`src/gpio_port_pkg.sv`:
```
package gpio_port_pkg;

  localparam int NUM_LINES = 7;
  localparam int FUNC_W    = 3;

  typedef logic [FUNC_W-1:0] func_sel_t;
  typedef logic [NUM_LINES-1:0] line_vec_t;

  // Per-line function codes; code zero is the general-purpose function.
  localparam func_sel_t FN_GPIO = 3'h0;
  localparam func_sel_t FN_ALT1 = 3'h1;
  localparam func_sel_t FN_ALT2 = 3'h2;
  localparam func_sel_t FN_ALT3 = 3'h3;
  localparam func_sel_t FN_ALT4 = 3'h4;

  // Lines 0..3 sit in selection word A, lines 4..6 in word B.
  localparam int SEL_A_LINES = 4;
  localparam int SEL_B_LINES = 3;

  localparam line_vec_t OUT_RESET     = 7'h00;
  localparam line_vec_t STATUS_RESET  = 7'h00;
  // Lines 2 and 4 live on the I/O supply only and cannot switch the device on.
  localparam line_vec_t ON_REQ_CAPABLE = 7'h6B;

  localparam int CLK_PERIOD_NS    = 10;
  localparam int DEBOUNCE_TIME_NS = 1000;
  localparam int DEBOUNCE_CYCLES  = (DEBOUNCE_TIME_NS + CLK_PERIOD_NS - 1) / CLK_PERIOD_NS;
  localparam int DEB_CNT_W        = 8;

  typedef enum logic [0:0] {
    DEB_STABLE   = 1'b0,
    DEB_COUNTING = 1'b1
  } deb_state_t;

endpackage : gpio_port_pkg

```
`src/line_debounce.sv`:
```
`timescale 1ns/1ps

module line_debounce
  import gpio_port_pkg::*;
#(
  parameter int CYCLES = DEBOUNCE_CYCLES
)
(
  input  wire logic core_clk_i,
  input  wire logic reset_i,
  input  wire logic raw_i,
  input  wire logic enable_i,
  output logic      level_o
);

  deb_state_t           state_q;
  logic [DEB_CNT_W-1:0] count_q;
  logic                 level_q;

  assign level_o = level_q;

  // A change is accepted only after it has held for the full debounce time.
  always_ff @(posedge core_clk_i)
  begin
    if (reset_i)
    begin
      state_q <= DEB_STABLE;
      count_q <= '0;
      level_q <= 1'b0;
    end
    else if (!enable_i)
    begin
      state_q <= DEB_STABLE;
      count_q <= '0;
      level_q <= raw_i;
    end
    else
    begin
      unique case (state_q)
        DEB_STABLE:
        begin
          count_q <= '0;
          if (raw_i != level_q)
          begin
            state_q <= DEB_COUNTING;
          end
        end
        DEB_COUNTING:
        begin
          if (raw_i == level_q)
          begin
            state_q <= DEB_STABLE;
          end
          else if (count_q == DEB_CNT_W'(CYCLES - 1))
          begin
            level_q <= raw_i;
            state_q <= DEB_STABLE;
          end
          else
          begin
            count_q <= count_q + 1'b1;
          end
        end
      endcase
    end
  end

endmodule : line_debounce

```
`src/line_event.sv`:
```
`timescale 1ns/1ps

module line_event
  import gpio_port_pkg::*;
(
  input  wire logic core_clk_i,
  input  wire logic reset_i,
  input  wire logic level_i,
  input  wire logic rise_en_i,
  input  wire logic fall_en_i,
  input  wire logic arm_i,
  input  wire logic clear_i,
  output logic      event_o,
  output logic      status_o
);

  logic prev_q;
  logic status_q;
  logic edge_hit;

  assign edge_hit = (level_i & ~prev_q & rise_en_i) | (~level_i & prev_q & fall_en_i);
  assign event_o  = edge_hit & arm_i;
  assign status_o = status_q;

  always_ff @(posedge core_clk_i)
  begin
    if (reset_i)
    begin
      prev_q <= 1'b0;
    end
    else
    begin
      prev_q <= level_i;
    end
  end

  // A new event wins over a clear in the same cycle.
  always_ff @(posedge core_clk_i)
  begin
    if (reset_i)
    begin
      status_q <= 1'b0;
    end
    else if (event_o)
    begin
      status_q <= 1'b1;
    end
    else if (clear_i)
    begin
      status_q <= 1'b0;
    end
  end

endmodule : line_event

```
`src/pmic_gpio_mux_port.sv`:
```
`timescale 1ns/1ps

// Overview of operation
// - Seven pads, each general-purpose or one of several alternate functions.
// - Line 0 alternates: power-off input, peripheral request 2 input, regulator 1 output.
// - Line 1 alternates: reset, warm reset, bus-supply detect, peripheral request 1 inputs.
// - Line 2 alternates: scaling-port data (bidirectional) or peripheral request 2 input.
// - Line 3 alternates: regulator 1 enable output or converter clock sync input.
// - Line 4 alternates: regulator 2 enable output or scaling-port clock/select.
// - Line 5 alternates: keep-alive input or regulator 3 enable output.
// - Line 6 alternates: sleep request input, supplies-valid output, regulator 3 output.
// - Per-line interrupt on rising, falling or both edges, individually maskable.
// - Only lines in general-purpose mode raise port interrupts.
// - Wake events come from the same armed edges as interrupts; lines 2 and 4 never switch on from off.
// - Regulator enable outputs follow the external regulator-on inputs.
// - Two selection words choose each line's function.
// - Direction control sets each line input or output.
// - Input readback returns sampled level of general-purpose lines set as input.
// - Output register holds the level driven on output lines.
// - Debounce enable per line.
// - Global enable turns all general-purpose lines on or off.
// - Separate set and clear strobes modify output register bits.
// - Two pull configuration words give pull-up and pull-down per line.
// - Open-drain enable per line.
// - Alternate mode ignores general-purpose controls; own pull and open-drain set.
// - Masked lines detect no events; nothing is recorded or signalled.

module pmic_gpio_mux_port
  import gpio_port_pkg::*;
#(
  parameter int LINES      = NUM_LINES,
  parameter int DEB_CYCLES = DEBOUNCE_CYCLES
)
(
  input  wire logic                          core_clk_i,
  input  wire logic                          reset_i,
  input  wire logic [LINES-1:0]              pad_in_i,
  output logic      [LINES-1:0]              pad_out_o,
  output logic      [LINES-1:0]              pad_oe_o,
  output logic      [LINES-1:0]              pad_pull_up_o,
  output logic      [LINES-1:0]              pad_pull_down_o,
  input  wire logic [SEL_A_LINES*FUNC_W-1:0] pad_function_select_a_i,
  input  wire logic [SEL_B_LINES*FUNC_W-1:0] pad_function_select_b_i,
  input  wire logic                          gpio_global_enable_i,
  input  wire logic [LINES-1:0]              line_direction_i,
  input  wire logic [LINES-1:0]              line_debounce_enable_i,
  input  wire logic [LINES-1:0]              line_pull_config_a_i,
  input  wire logic [LINES-1:0]              line_pull_config_b_i,
  input  wire logic [LINES-1:0]              line_open_drain_enable_i,
  input  wire logic [LINES-1:0]              alt_pull_up_i,
  input  wire logic [LINES-1:0]              alt_pull_down_i,
  input  wire logic [LINES-1:0]              alt_open_drain_i,
  input  wire logic                          out_write_i,
  input  wire logic [LINES-1:0]              out_wdata_i,
  input  wire logic                          out_set_i,
  input  wire logic [LINES-1:0]              out_set_bits_i,
  input  wire logic                          out_clear_i,
  input  wire logic [LINES-1:0]              out_clear_bits_i,
  output logic      [LINES-1:0]              line_data_out_o,
  output logic      [LINES-1:0]              line_data_in_o,
  input  wire logic [LINES-1:0]              edge_rise_en_i,
  input  wire logic [LINES-1:0]              edge_fall_en_i,
  input  wire logic [LINES-1:0]              irq_mask_i,
  input  wire logic [LINES-1:0]              irq_clear_i,
  output logic      [LINES-1:0]              irq_status_o,
  output logic                               irq_o,
  output logic      [LINES-1:0]              wake_event_o,
  output logic      [LINES-1:0]              on_request_o,
  input  wire logic                          ext_regulator_on_1_i,
  input  wire logic                          ext_regulator_on_2_i,
  input  wire logic                          ext_regulator_on_3_i,
  input  wire logic                          supplies_valid_out_i,
  input  wire logic                          scaling_port_data_out_i,
  input  wire logic                          scaling_port_data_oe_i,
  output logic                               scaling_port_data_in_o,
  input  wire logic                          scaling_port_clock_select_out_i,
  input  wire logic                          scaling_port_clock_select_oe_i,
  output logic                               scaling_port_clock_select_in_o,
  output logic                               power_off_request_in_o,
  output logic                               peripheral_power_req_1_o,
  output logic                               peripheral_power_req_2_o,
  output logic                               reset_request_in_o,
  output logic                               warm_reset_in_n_o,
  output logic                               bus_supply_detect_in_o,
  output logic                               converter_clock_sync_in_o,
  output logic                               keep_alive_in_o,
  output logic                               sleep_request_in_n_o
);

  import gpio_port_pkg::*;

  //////////////////////////////////////////////////////////////////////////////

  func_sel_t  func_sel [LINES];
  logic [LINES-1:0] gpio_mode;
  logic [LINES-1:0] deb_level;
  logic [LINES-1:0] evt_hit;
  logic [LINES-1:0] line_status;
  logic [LINES-1:0] arm;

  logic [LINES-1:0] out_q,      out_d;
  logic [LINES-1:0] data_in_q,  data_in_d;
  logic [LINES-1:0] pad_out_q,  pad_out_d;
  logic [LINES-1:0] pad_oe_q,   pad_oe_d;
  logic [LINES-1:0] pull_up_q,  pull_up_d;
  logic [LINES-1:0] pull_dn_q,  pull_dn_d;
  logic [LINES-1:0] wake_q;
  logic [LINES-1:0] on_req_q;
  logic [8:0]       alt_in_q,   alt_in_d;
  logic [1:0]       port_in_q,  port_in_d;

  //////////////////////////////////////////////////////////////////////////////
  // Function selection and per-line helpers.

  genvar gi;
  generate
    for (gi = 0; gi < LINES; gi++)
    begin : g_line
      if (gi < SEL_A_LINES)
      begin : g_sel_a
        assign func_sel[gi] = pad_function_select_a_i[gi*FUNC_W +: FUNC_W];
      end
      else
      begin : g_sel_b
        assign func_sel[gi] = pad_function_select_b_i[(gi-SEL_A_LINES)*FUNC_W +: FUNC_W];
      end

      assign gpio_mode[gi] = (func_sel[gi] == FN_GPIO);
      // Detection only runs in general-purpose mode, enabled and unmasked.
      assign arm[gi] = gpio_mode[gi] & gpio_global_enable_i & ~irq_mask_i[gi];

      line_debounce #(
        .CYCLES (DEB_CYCLES)
      ) u_debounce (
        .core_clk_i (core_clk_i),
        .reset_i    (reset_i),
        .raw_i      (pad_in_i[gi]),
        .enable_i   (line_debounce_enable_i[gi]),
        .level_o    (deb_level[gi])
      );

      line_event u_event (
        .core_clk_i (core_clk_i),
        .reset_i    (reset_i),
        .level_i    (deb_level[gi]),
        .rise_en_i  (edge_rise_en_i[gi]),
        .fall_en_i  (edge_fall_en_i[gi]),
        .arm_i      (arm[gi]),
        .clear_i    (irq_clear_i[gi]),
        .event_o    (evt_hit[gi]),
        .status_o   (line_status[gi])
      );
    end
  endgenerate

  //////////////////////////////////////////////////////////////////////////////
  // Output data register with write, set and clear strobes.

  always_comb
  begin
    out_d = out_q;
    if (out_write_i)
    begin
      out_d = out_wdata_i;
    end
    if (out_set_i)
    begin
      out_d = out_d | out_set_bits_i;
    end
    if (out_clear_i)
    begin
      out_d = out_d & ~out_clear_bits_i;
    end
  end

  always_ff @(posedge core_clk_i)
  begin
    if (reset_i)
    begin
      out_q <= OUT_RESET;
    end
    else
    begin
      out_q <= out_d;
    end
  end

  //////////////////////////////////////////////////////////////////////////////
  // Pad drive: general-purpose controls or the alternate function per line.

  always_comb
  begin
    for (int i = 0; i < LINES; i++)
    begin
      if (gpio_mode[i])
      begin
        // Global disable releases the pad and its pulls.
        pull_up_d[i] = gpio_global_enable_i & line_pull_config_a_i[i];
        pull_dn_d[i] = gpio_global_enable_i & line_pull_config_b_i[i];
        if (line_open_drain_enable_i[i])
        begin
          pad_out_d[i] = 1'b0;
          pad_oe_d[i]  = gpio_global_enable_i & line_direction_i[i] & ~out_q[i];
        end
        else
        begin
          pad_out_d[i] = out_q[i];
          pad_oe_d[i]  = gpio_global_enable_i & line_direction_i[i];
        end
      end
      else
      begin
        pull_up_d[i] = alt_pull_up_i[i];
        pull_dn_d[i] = alt_pull_down_i[i];
        pad_out_d[i] = 1'b0;
        pad_oe_d[i]  = 1'b0;
      end
    end

    // Alternate outputs; each is a push-pull drive unless its open-drain bit is set.
    if (func_sel[0] == FN_ALT3)
    begin
      pad_out_d[0] = ext_regulator_on_1_i;
      pad_oe_d[0]  = 1'b1;
    end
    if (func_sel[2] == FN_ALT1)
    begin
      pad_out_d[2] = scaling_port_data_out_i;
      pad_oe_d[2]  = scaling_port_data_oe_i;
    end
    if (func_sel[3] == FN_ALT1)
    begin
      pad_out_d[3] = ext_regulator_on_1_i;
      pad_oe_d[3]  = 1'b1;
    end
    if (func_sel[4] == FN_ALT1)
    begin
      pad_out_d[4] = ext_regulator_on_2_i;
      pad_oe_d[4]  = 1'b1;
    end
    else if (func_sel[4] == FN_ALT2)
    begin
      pad_out_d[4] = scaling_port_clock_select_out_i;
      pad_oe_d[4]  = scaling_port_clock_select_oe_i;
    end
    if (func_sel[5] == FN_ALT2)
    begin
      pad_out_d[5] = ext_regulator_on_3_i;
      pad_oe_d[5]  = 1'b1;
    end
    if (func_sel[6] == FN_ALT2)
    begin
      pad_out_d[6] = supplies_valid_out_i;
      pad_oe_d[6]  = 1'b1;
    end
    else if (func_sel[6] == FN_ALT3)
    begin
      pad_out_d[6] = ext_regulator_on_3_i;
      pad_oe_d[6]  = 1'b1;
    end

    for (int i = 0; i < LINES; i++)
    begin
      if (!gpio_mode[i] && alt_open_drain_i[i] && pad_oe_d[i])
      begin
        pad_oe_d[i]  = ~pad_out_d[i];
        pad_out_d[i] = 1'b0;
      end
    end
  end

  always_ff @(posedge core_clk_i)
  begin
    if (reset_i)
    begin
      pad_out_q <= '0;
      pad_oe_q  <= '0;
      pull_up_q <= '0;
      pull_dn_q <= '0;
    end
    else
    begin
      pad_out_q <= pad_out_d;
      pad_oe_q  <= pad_oe_d;
      pull_up_q <= pull_up_d;
      pull_dn_q <= pull_dn_d;
    end
  end

  //////////////////////////////////////////////////////////////////////////////
  // Alternate inputs; an unselected active-low input idles high.

  always_comb
  begin
    alt_in_d[0] = (func_sel[0] == FN_ALT1) & pad_in_i[0];
    alt_in_d[1] = (func_sel[1] == FN_ALT4) & pad_in_i[1];
    alt_in_d[2] = ((func_sel[0] == FN_ALT2) & pad_in_i[0])
                | ((func_sel[2] == FN_ALT2) & pad_in_i[2]);
    alt_in_d[3] = (func_sel[1] == FN_ALT1) & pad_in_i[1];
    alt_in_d[4] = (func_sel[1] != FN_ALT2) | pad_in_i[1];
    alt_in_d[5] = (func_sel[1] == FN_ALT3) & pad_in_i[1];
    alt_in_d[6] = (func_sel[3] == FN_ALT2) & pad_in_i[3];
    alt_in_d[7] = (func_sel[5] == FN_ALT1) & pad_in_i[5];
    alt_in_d[8] = (func_sel[6] != FN_ALT1) | pad_in_i[6];
    port_in_d[0] = (func_sel[2] == FN_ALT1) ? pad_in_i[2] : 1'b1;
    port_in_d[1] = (func_sel[4] == FN_ALT2) ? pad_in_i[4] : 1'b1;
  end

  always_ff @(posedge core_clk_i)
  begin
    if (reset_i)
    begin
      alt_in_q  <= 9'h110;
      port_in_q <= 2'h3;
    end
    else
    begin
      alt_in_q  <= alt_in_d;
      port_in_q <= port_in_d;
    end
  end

  assign power_off_request_in_o         = alt_in_q[0];
  assign peripheral_power_req_1_o       = alt_in_q[1];
  assign peripheral_power_req_2_o       = alt_in_q[2];
  assign reset_request_in_o             = alt_in_q[3];
  assign warm_reset_in_n_o              = alt_in_q[4];
  assign bus_supply_detect_in_o         = alt_in_q[5];
  assign converter_clock_sync_in_o      = alt_in_q[6];
  assign keep_alive_in_o                = alt_in_q[7];
  assign sleep_request_in_n_o           = alt_in_q[8];
  assign scaling_port_data_in_o         = port_in_q[0];
  assign scaling_port_clock_select_in_o = port_in_q[1];

  //////////////////////////////////////////////////////////////////////////////
  // Input readback, wake and switch-on requests.

  assign data_in_d = deb_level & ~line_direction_i & gpio_mode;

  always_ff @(posedge core_clk_i)
  begin
    if (reset_i)
    begin
      data_in_q <= '0;
    end
    else
    begin
      data_in_q <= data_in_d;
    end
  end

  always_ff @(posedge core_clk_i)
  begin
    if (reset_i)
    begin
      wake_q   <= '0;
      on_req_q <= '0;
    end
    else
    begin
      wake_q   <= evt_hit;
      on_req_q <= evt_hit & ON_REQ_CAPABLE;
    end
  end

  assign pad_out_o       = pad_out_q;
  assign pad_oe_o        = pad_oe_q;
  assign pad_pull_up_o   = pull_up_q;
  assign pad_pull_down_o = pull_dn_q;
  assign line_data_out_o = out_q;
  assign line_data_in_o  = data_in_q;
  assign irq_status_o    = line_status;
  assign irq_o           = |line_status;
  assign wake_event_o    = wake_q;
  assign on_request_o    = on_req_q;

  //////////////////////////////////////////////////////////////////////////////
  // Checks.

  chk_set_bits_only: assert property (@(posedge core_clk_i) disable iff (reset_i)
    (out_set_i && !out_write_i && !out_clear_i) |=> (out_q == ($past(out_q) | $past(out_set_bits_i))))
    else $error("set strobe changed an unselected output bit");

  chk_clear_bits_only: assert property (@(posedge core_clk_i) disable iff (reset_i)
    (out_clear_i && !out_write_i && !out_set_i) |=> (out_q == ($past(out_q) & ~$past(out_clear_bits_i))))
    else $error("clear strobe changed an unselected output bit");

  chk_alt_no_irq: assert property (@(posedge core_clk_i) disable iff (reset_i)
    (evt_hit & ~gpio_mode) == '0)
    else $error("alternate-mode line raised an event");

  chk_masked_no_irq: assert property (@(posedge core_clk_i) disable iff (reset_i)
    (irq_mask_i & ~line_status) != '0 |=> ((irq_status_o & ~$past(line_status) & $past(irq_mask_i)) == '0))
    else $error("masked line recorded an event");

  chk_no_io_on_req: assert property (@(posedge core_clk_i) disable iff (reset_i)
    (on_request_o & ~ON_REQ_CAPABLE) == '0)
    else $error("I/O-supply line produced a switch-on request");

  chk_gpio_disable: assert property (@(posedge core_clk_i) disable iff (reset_i)
    !gpio_global_enable_i |=> ((pad_oe_o & $past(gpio_mode)) == '0))
    else $error("disabled port still drives a pad");

  chk_regulator_line3: assert property (@(posedge core_clk_i) disable iff (reset_i)
    (func_sel[3] == FN_ALT1 && !alt_open_drain_i[3]) |=> (pad_oe_o[3] && pad_out_o[3] == $past(ext_regulator_on_1_i)))
    else $error("regulator enable not driven on line 3");

  chk_alt_pulls: assert property (@(posedge core_clk_i) disable iff (reset_i)
    !gpio_mode[0] |=> (pad_pull_up_o[0] == $past(alt_pull_up_i[0])))
    else $error("alternate pull setting not applied");

endmodule : pmic_gpio_mux_port

```
`config.mk`:
```
export PLATFORM = sky130hd
export DESIGN_NAME = pmic_gpio_mux_port
export DESIGN_NICKNAME = d
export VERILOG_FILES = /design/src/gpio_port_pkg.sv /design/src/line_debounce.sv /design/src/line_event.sv /design/src/pmic_gpio_mux_port.sv
export SDC_FILE = /design/constraint.sdc
export NUM_CORES = 1
export LEC_CHECK = 0
export BUFFER_PORTS_ARGS = -buffer_cell sky130_fd_sc_hd__buf_2
export CORE_ASPECT_RATIO = 0.7
export CORE_MARGIN = 4
export CORE_UTILIZATION = 30
export CTS_BUF_LIST = sky130_fd_sc_hd__clkbuf_4 sky130_fd_sc_hd__clkbuf_8 sky130_fd_sc_hd__clkbuf_16
export CTS_CLUSTER_SIZE = 24
export DETAILED_ROUTE_END_ITERATION = 6
export GPL_TIMING_DRIVEN = 0
export PLACE_DENSITY_LB_ADDON = 0.3
export SYNTH_ARGS = -nofsm -noshare
export SYNTH_HDL_FRONTEND = slang
export SYNTH_SLANG_ARGS = --single-unit
```
`constraint.sdc`:
```
create_clock -name core_clk_i -period 1.37 [get_ports core_clk_i]
set_clock_uncertainty 0.1 [all_clocks]
set_input_delay 0.274 -clock core_clk_i [delete_from_list [all_inputs] [get_ports core_clk_i]]
set_output_delay 0.274 -clock core_clk_i [all_outputs]
set_load 0.03 [all_outputs]
```
After elaboration in Yosys (flattened, before gate mapping)
Cells that the tools add are included.

storage, ports and cells
  register bits = 151
  input bits = 147
  output and inout port bits = 75
  logic and storage cells = 511

operators by class
  add/sub/neg operators = 7
  eq/ne operators = 74
  mux-type cells = 159
  bitwise operators = 152
  reductions and logical operators = 66

operator list
  cell                                                 count
  2-to-1 mux 1 bit                                     128
  2-to-1 mux 8 bit                                     14
  case mux 8 bit (2 select lines)                      7
  bitwise AND 1 bit                                    85
  adder 8 x 1 -> 8 bit, second input constant          7
  equality test 8 x 7 -> 1 bit, second input constant  7
  inverter 1 bit                                       51
  != test 2 bit, second input constant                 21
  OR reduction 2 bit                                   16
  != test 2 x 1 -> 1 bit, second input constant        14
  equality test 3 x 2 -> 1 bit, second input constant  9
  bitwise AND 7 bit                                    3
  zero test 3 bit                                      7
  2-to-1 mux 7 bit                                     3
  AND reduction 3 bit                                  7
  equality test 3 x 1 -> 1 bit, second input constant  6
  logical AND 1 bit                                    14
  inverter 7 bit                                       2
  case mux 1 bit (2 select lines)                      7
  AND reduction 2 bit                                  7
  nonzero test 2 bit                                   7
  bitwise OR 1 bit                                     10
  equality test 1 bit                                  7
  zero test 1 bit                                      7
  6 further kinds                                      12

Longest topological paths before layout
  depth after elaboration = 8
  mapped depth = 5

Hierarchy
Synthesis repeated with hierarchy kept, for this count alone.

unflattened totals
  cell total of the unflattened synthesis = 729
  area, all modules = 6,671.4 um2

by module, submodules not included
  module              instances  cells an instance  area an instance (um2)
  line_debounce       7          58                 525.5
  pmic_gpio_mux_port  1          267                2,432.3
  line_event          7          8                  80.1

Worst setup path after synthesis
No wires, ideal clock.

  path type = flip-flop to flip-flop
  start point = reg g_line[3].u_debounce.count_q[0]
  end point = reg g_line[3].u_debounce.count_q[2]
  data arrival time = 1,277 ps
  data required time = 1,154 ps
  path slack = -122 ps
  stages on the path, launching flop included = 6
  path buffers = 0
  clock period less this slack = 1,492 ps
  path through = dfxtp_1 ha_1 and4b_1 a21boi_2 a211oi_1 a31o_1

on the way
  longest elaborated chain between the ends = 4
  elaborated cells on any way between the ends = 7
  classes of those cells = add/sub (1); eq/ne (2); mux (3); reduce/logical (1)

RTL lines
  item                             line                 source
  start: declaration               line_debounce.sv:17  logic [DEB_CNT_W-1:0] count_q;
  start signal: assignment         line_debounce.sv:61  count_q <= count_q + 1'b1;
  adder 8 x 1 -> 8 bit             line_debounce.sv:61
  2-to-1 mux 8 bit                 line_debounce.sv:54  else if (count_q == DEB_CNT_W'(CYCLES - 1))
  2-to-1 mux 8 bit                 line_debounce.sv:50  if (raw_i == level_q)
  case mux 8 bit (2 select lines)  line_debounce.sv:39  unique case (state_q)

Parallel ways exist; a longest one is shown, timed or not. The select of a mux whose other input is x is not followed.
A chain may end at the register's enable or synchronous reset.

Worst setup path in the final report
  start point = reg g_line[5].u_event.status_q
  end point = out irq_o

on the way
  longest elaborated chain between the ends = 1

RTL lines
  item                      line                       source
  start: declaration        line_event.sv:18           logic status_q;
  start signal: assignment  line_event.sv:42           status_q <= 1'b0;
  start signal: assignment  line_event.sv:46           status_q <= 1'b1;
  start signal: assignment  line_event.sv:50           status_q <= 1'b0;
  OR reduction 7 bit        pmic_gpio_mux_port.sv:373  assign irq_o = |line_status;
  end: declaration          pmic_gpio_mux_port.sv:66   output logic irq_o,

No other way between the ends.

==> run metrics <==
DIE AREA 0.0235 mm2; GRT overflow 0; Syn Area/Cell 9.43 um2; failing checks negative setup slack; Ports 222; Slew Limit Fails 0; RSZ-0062 raised after global routing yes; post-layout instance area 0.0101 mm2; Startpoint Class flip-flop; PD cells 1010 mW/mm2; fillers 1,955; Final HPWL DP 15.4 mm; WL final 21.7 mm; vias in the first global route 5,987; peak supply drop 0.618 mV; fin crit share 123%; top-area cell type share of the netlist area 45.6%; core area 0.0207 mm2; Layout area overhead 60.2%; largest area contributor in the netlist dfxtp_1; CTS Sinks 144; crit path max fanout 3; TNS Setup -1.64 ns; Clock Pin Slew Worst Setup and Hold Paths 0.06 ns; max cap viols 0; Synth Instances 670; largest cells by area after synthesis dfxtp_1, xnor2_1, nor2_1, nand3b_1, nand2_1; Clock Latency Late Sink 0.41 ns; final total power 10.2 mW; Seq/Total Area, Yosys 45.6%; ys async rst share 0%; DR iter-0 viols 298; first-pass GRT wire length 32.6 mm; YS warnings 0; Post-Synthesis Cell Area 0.00632 mm2; library cells used by synthesis 53; Initial Util 30.5%; CTS tree done; total track usage 17.8%; Cell Rows 44; Final setup viols 32; Hold Violations, Final 0; required time of the critical path 1.00 ns; Die Ht 129 um; DRC errors left 0; Clock Path Buffers 2; CTS Root Cell clkbuf_16; routed vias 6,158; width of the die 181 um; end-of-flow core utilization 48.9%; initial antenna violation count 1; Max-slew headroom 52.0%; DR pass1 iterations 4; CP endpoint kind output port; DP Area 0.00780 mm2; top_reg_cell synth dfxtp_1; most frequent cells in the layout buf_2, dfxtp_1, nor2_1, dlygate4sd3_1, nand2_1; routed len/inst 16.9 um; GPL Wtd Cong 0.829; Post-synth EDFFs 0; leakage power 4.09 nW; Final #Nets 1,145; IO buf count 215; pre-CTS worst setup slack -1.29 ns; largest net degree at the start of global routing 20; FMAX 0.595 GHz; fraction of layout cells with a size suffix above 1 46.7%; worst setup margin -0.310 ns; Worst EP arrival 1.31 ns; Crit Path Category flip-flop to output port; status finished, violations left; commonest non-fill, non-tap cell in the layout buf_2; Worst Max-Slew Pin Slew 0.710 ns; WHS 0.0270 ns; Seq cells post-synth 144; DR vias/cell 4.81; Inst Count DP 1,162; Finished Layout Cells 1,281; final worst path period need 1.68 ns; DRT antenna net count 0; Hold Crit Depth 3; H-tree lvl count 4; Hold Path Class input port to flip-flop; cts bufs inserted 17; reg2reg path depth 4
## registers in the layout, indices dropped and copies added (netlist names)
name and cells:
alt_in_q 9, g_line.u_debounce.count_q 56, g_line.u_debounce.level_o 7, g_line.u_debounce.state_q 7
g_line.u_event.prev_q 7, g_line.u_event.status_o 7, line_data_in_o 7, line_data_out_o 7
pad_oe_o 7, pad_out_o 7, pad_pull_down_o 7, pad_pull_up_o 7
port_in_q 2, wake_event_o 7
## worst max-delay path, stage by stage, from the launching register on
cell and delay (ns):
dfxtp_2 0.35, nor4_4 0.30, nand2_1 0.10, buf_6 0.15
## layer usage
metal / vias up / GRT usage, % / wire [um] / share of wire, %
met5: - / 0 / 12 / 0.055
met1: 2900 / 23.9 / 9940 / 46
li1: 3075 / - / - / -
met2: 163 / 28.1 / 10000 / 46
met4: 2 / 4.72 / 280 / 1.3
met3: 18 / 5.22 / 1430 / 6.6
## final timing paths
path,end,slack [ns],startpoint
min reg2reg,g_line[3].u_debounce.state_q,0.38,g_line[3].u_debounce.state_q
max,irq_o,-0.31,g_line[5].u_event.status_o
max reg2reg,g_line[0].u_debounce.count_q[2],-0.10,g_line[0].u_debounce.count_q[2]
min,pad_pull_down_o[5],0.03,line_pull_config_b_i[5]
## Yosys cell counts, drive strengths merged, types with 3 or more instances
library cell,number
nor4b,7
a21o,7
a221oi,7
nor2,57
a31oi,12
or3,11
or4,5
mux2i,16
nand2,55
ha,7
nand4,23
nor4,13
dfxtp,144
nand2b,13
and2,7
a211oi,4
xor2,24
inv,23
nand3,20
nor3,25
a21oi,38
a31o,3
buf,15
o21ai,14
and3,9
clkbuf,12
a2111oi,19
a21boi,4
xnor2,27
nand3b,28
## area by class of cell
class | instances | area [um2] | share of cell area, %
sequential | 144 | 3080 | 30.4
clock inverter | 14 | 159 | 1.57
clock buffer | 18 | 439 | 4.34
timing repair buffer | 312 | 2090 | 20.6
tap | 276 | 345 | 3.41
inverter | 23 | 86.3 | 0.853
buffer | 16 | 98.8 | 0.976
multi-input combinational | 477 | 3830 | 37.8
antenna | 1 | 2.50 | 0.0247
## power by group
group          total [mW]  leakage [nW]  switching, mW  internal [mW]
clock                4.68         0.276           1.93           2.76
combinational        1.26          2.60          0.683          0.579
sequential           4.30          1.22         0.0865           4.22
## cells by family after synthesis
kind of cell / count (synthesis) / share of synthesized area (%)
and+or+nand+nor: 286 / 25.5
DFF: 144 / 45.6
AOI/OAI and AO/OA: 114 / 13.6
xor gates and xnor gates: 51 / 7.30
buffers and inverters: 50 / 3.82
muxes: 17 / 2.71
adders and majority gates: 7 / 1.39
other: 1 / 0.0593
## timing repair
action	4_1_cts	5_1_grt
setup buffers	31	11
cloned	0	0
pin swaps	25	50
hold buffers	55	0
endpoints found under the setup margin	147	66
resized for setup	178	83
hold endpoints to repair	48	0
No activity file was read; power rests on OpenSTA's default activity.
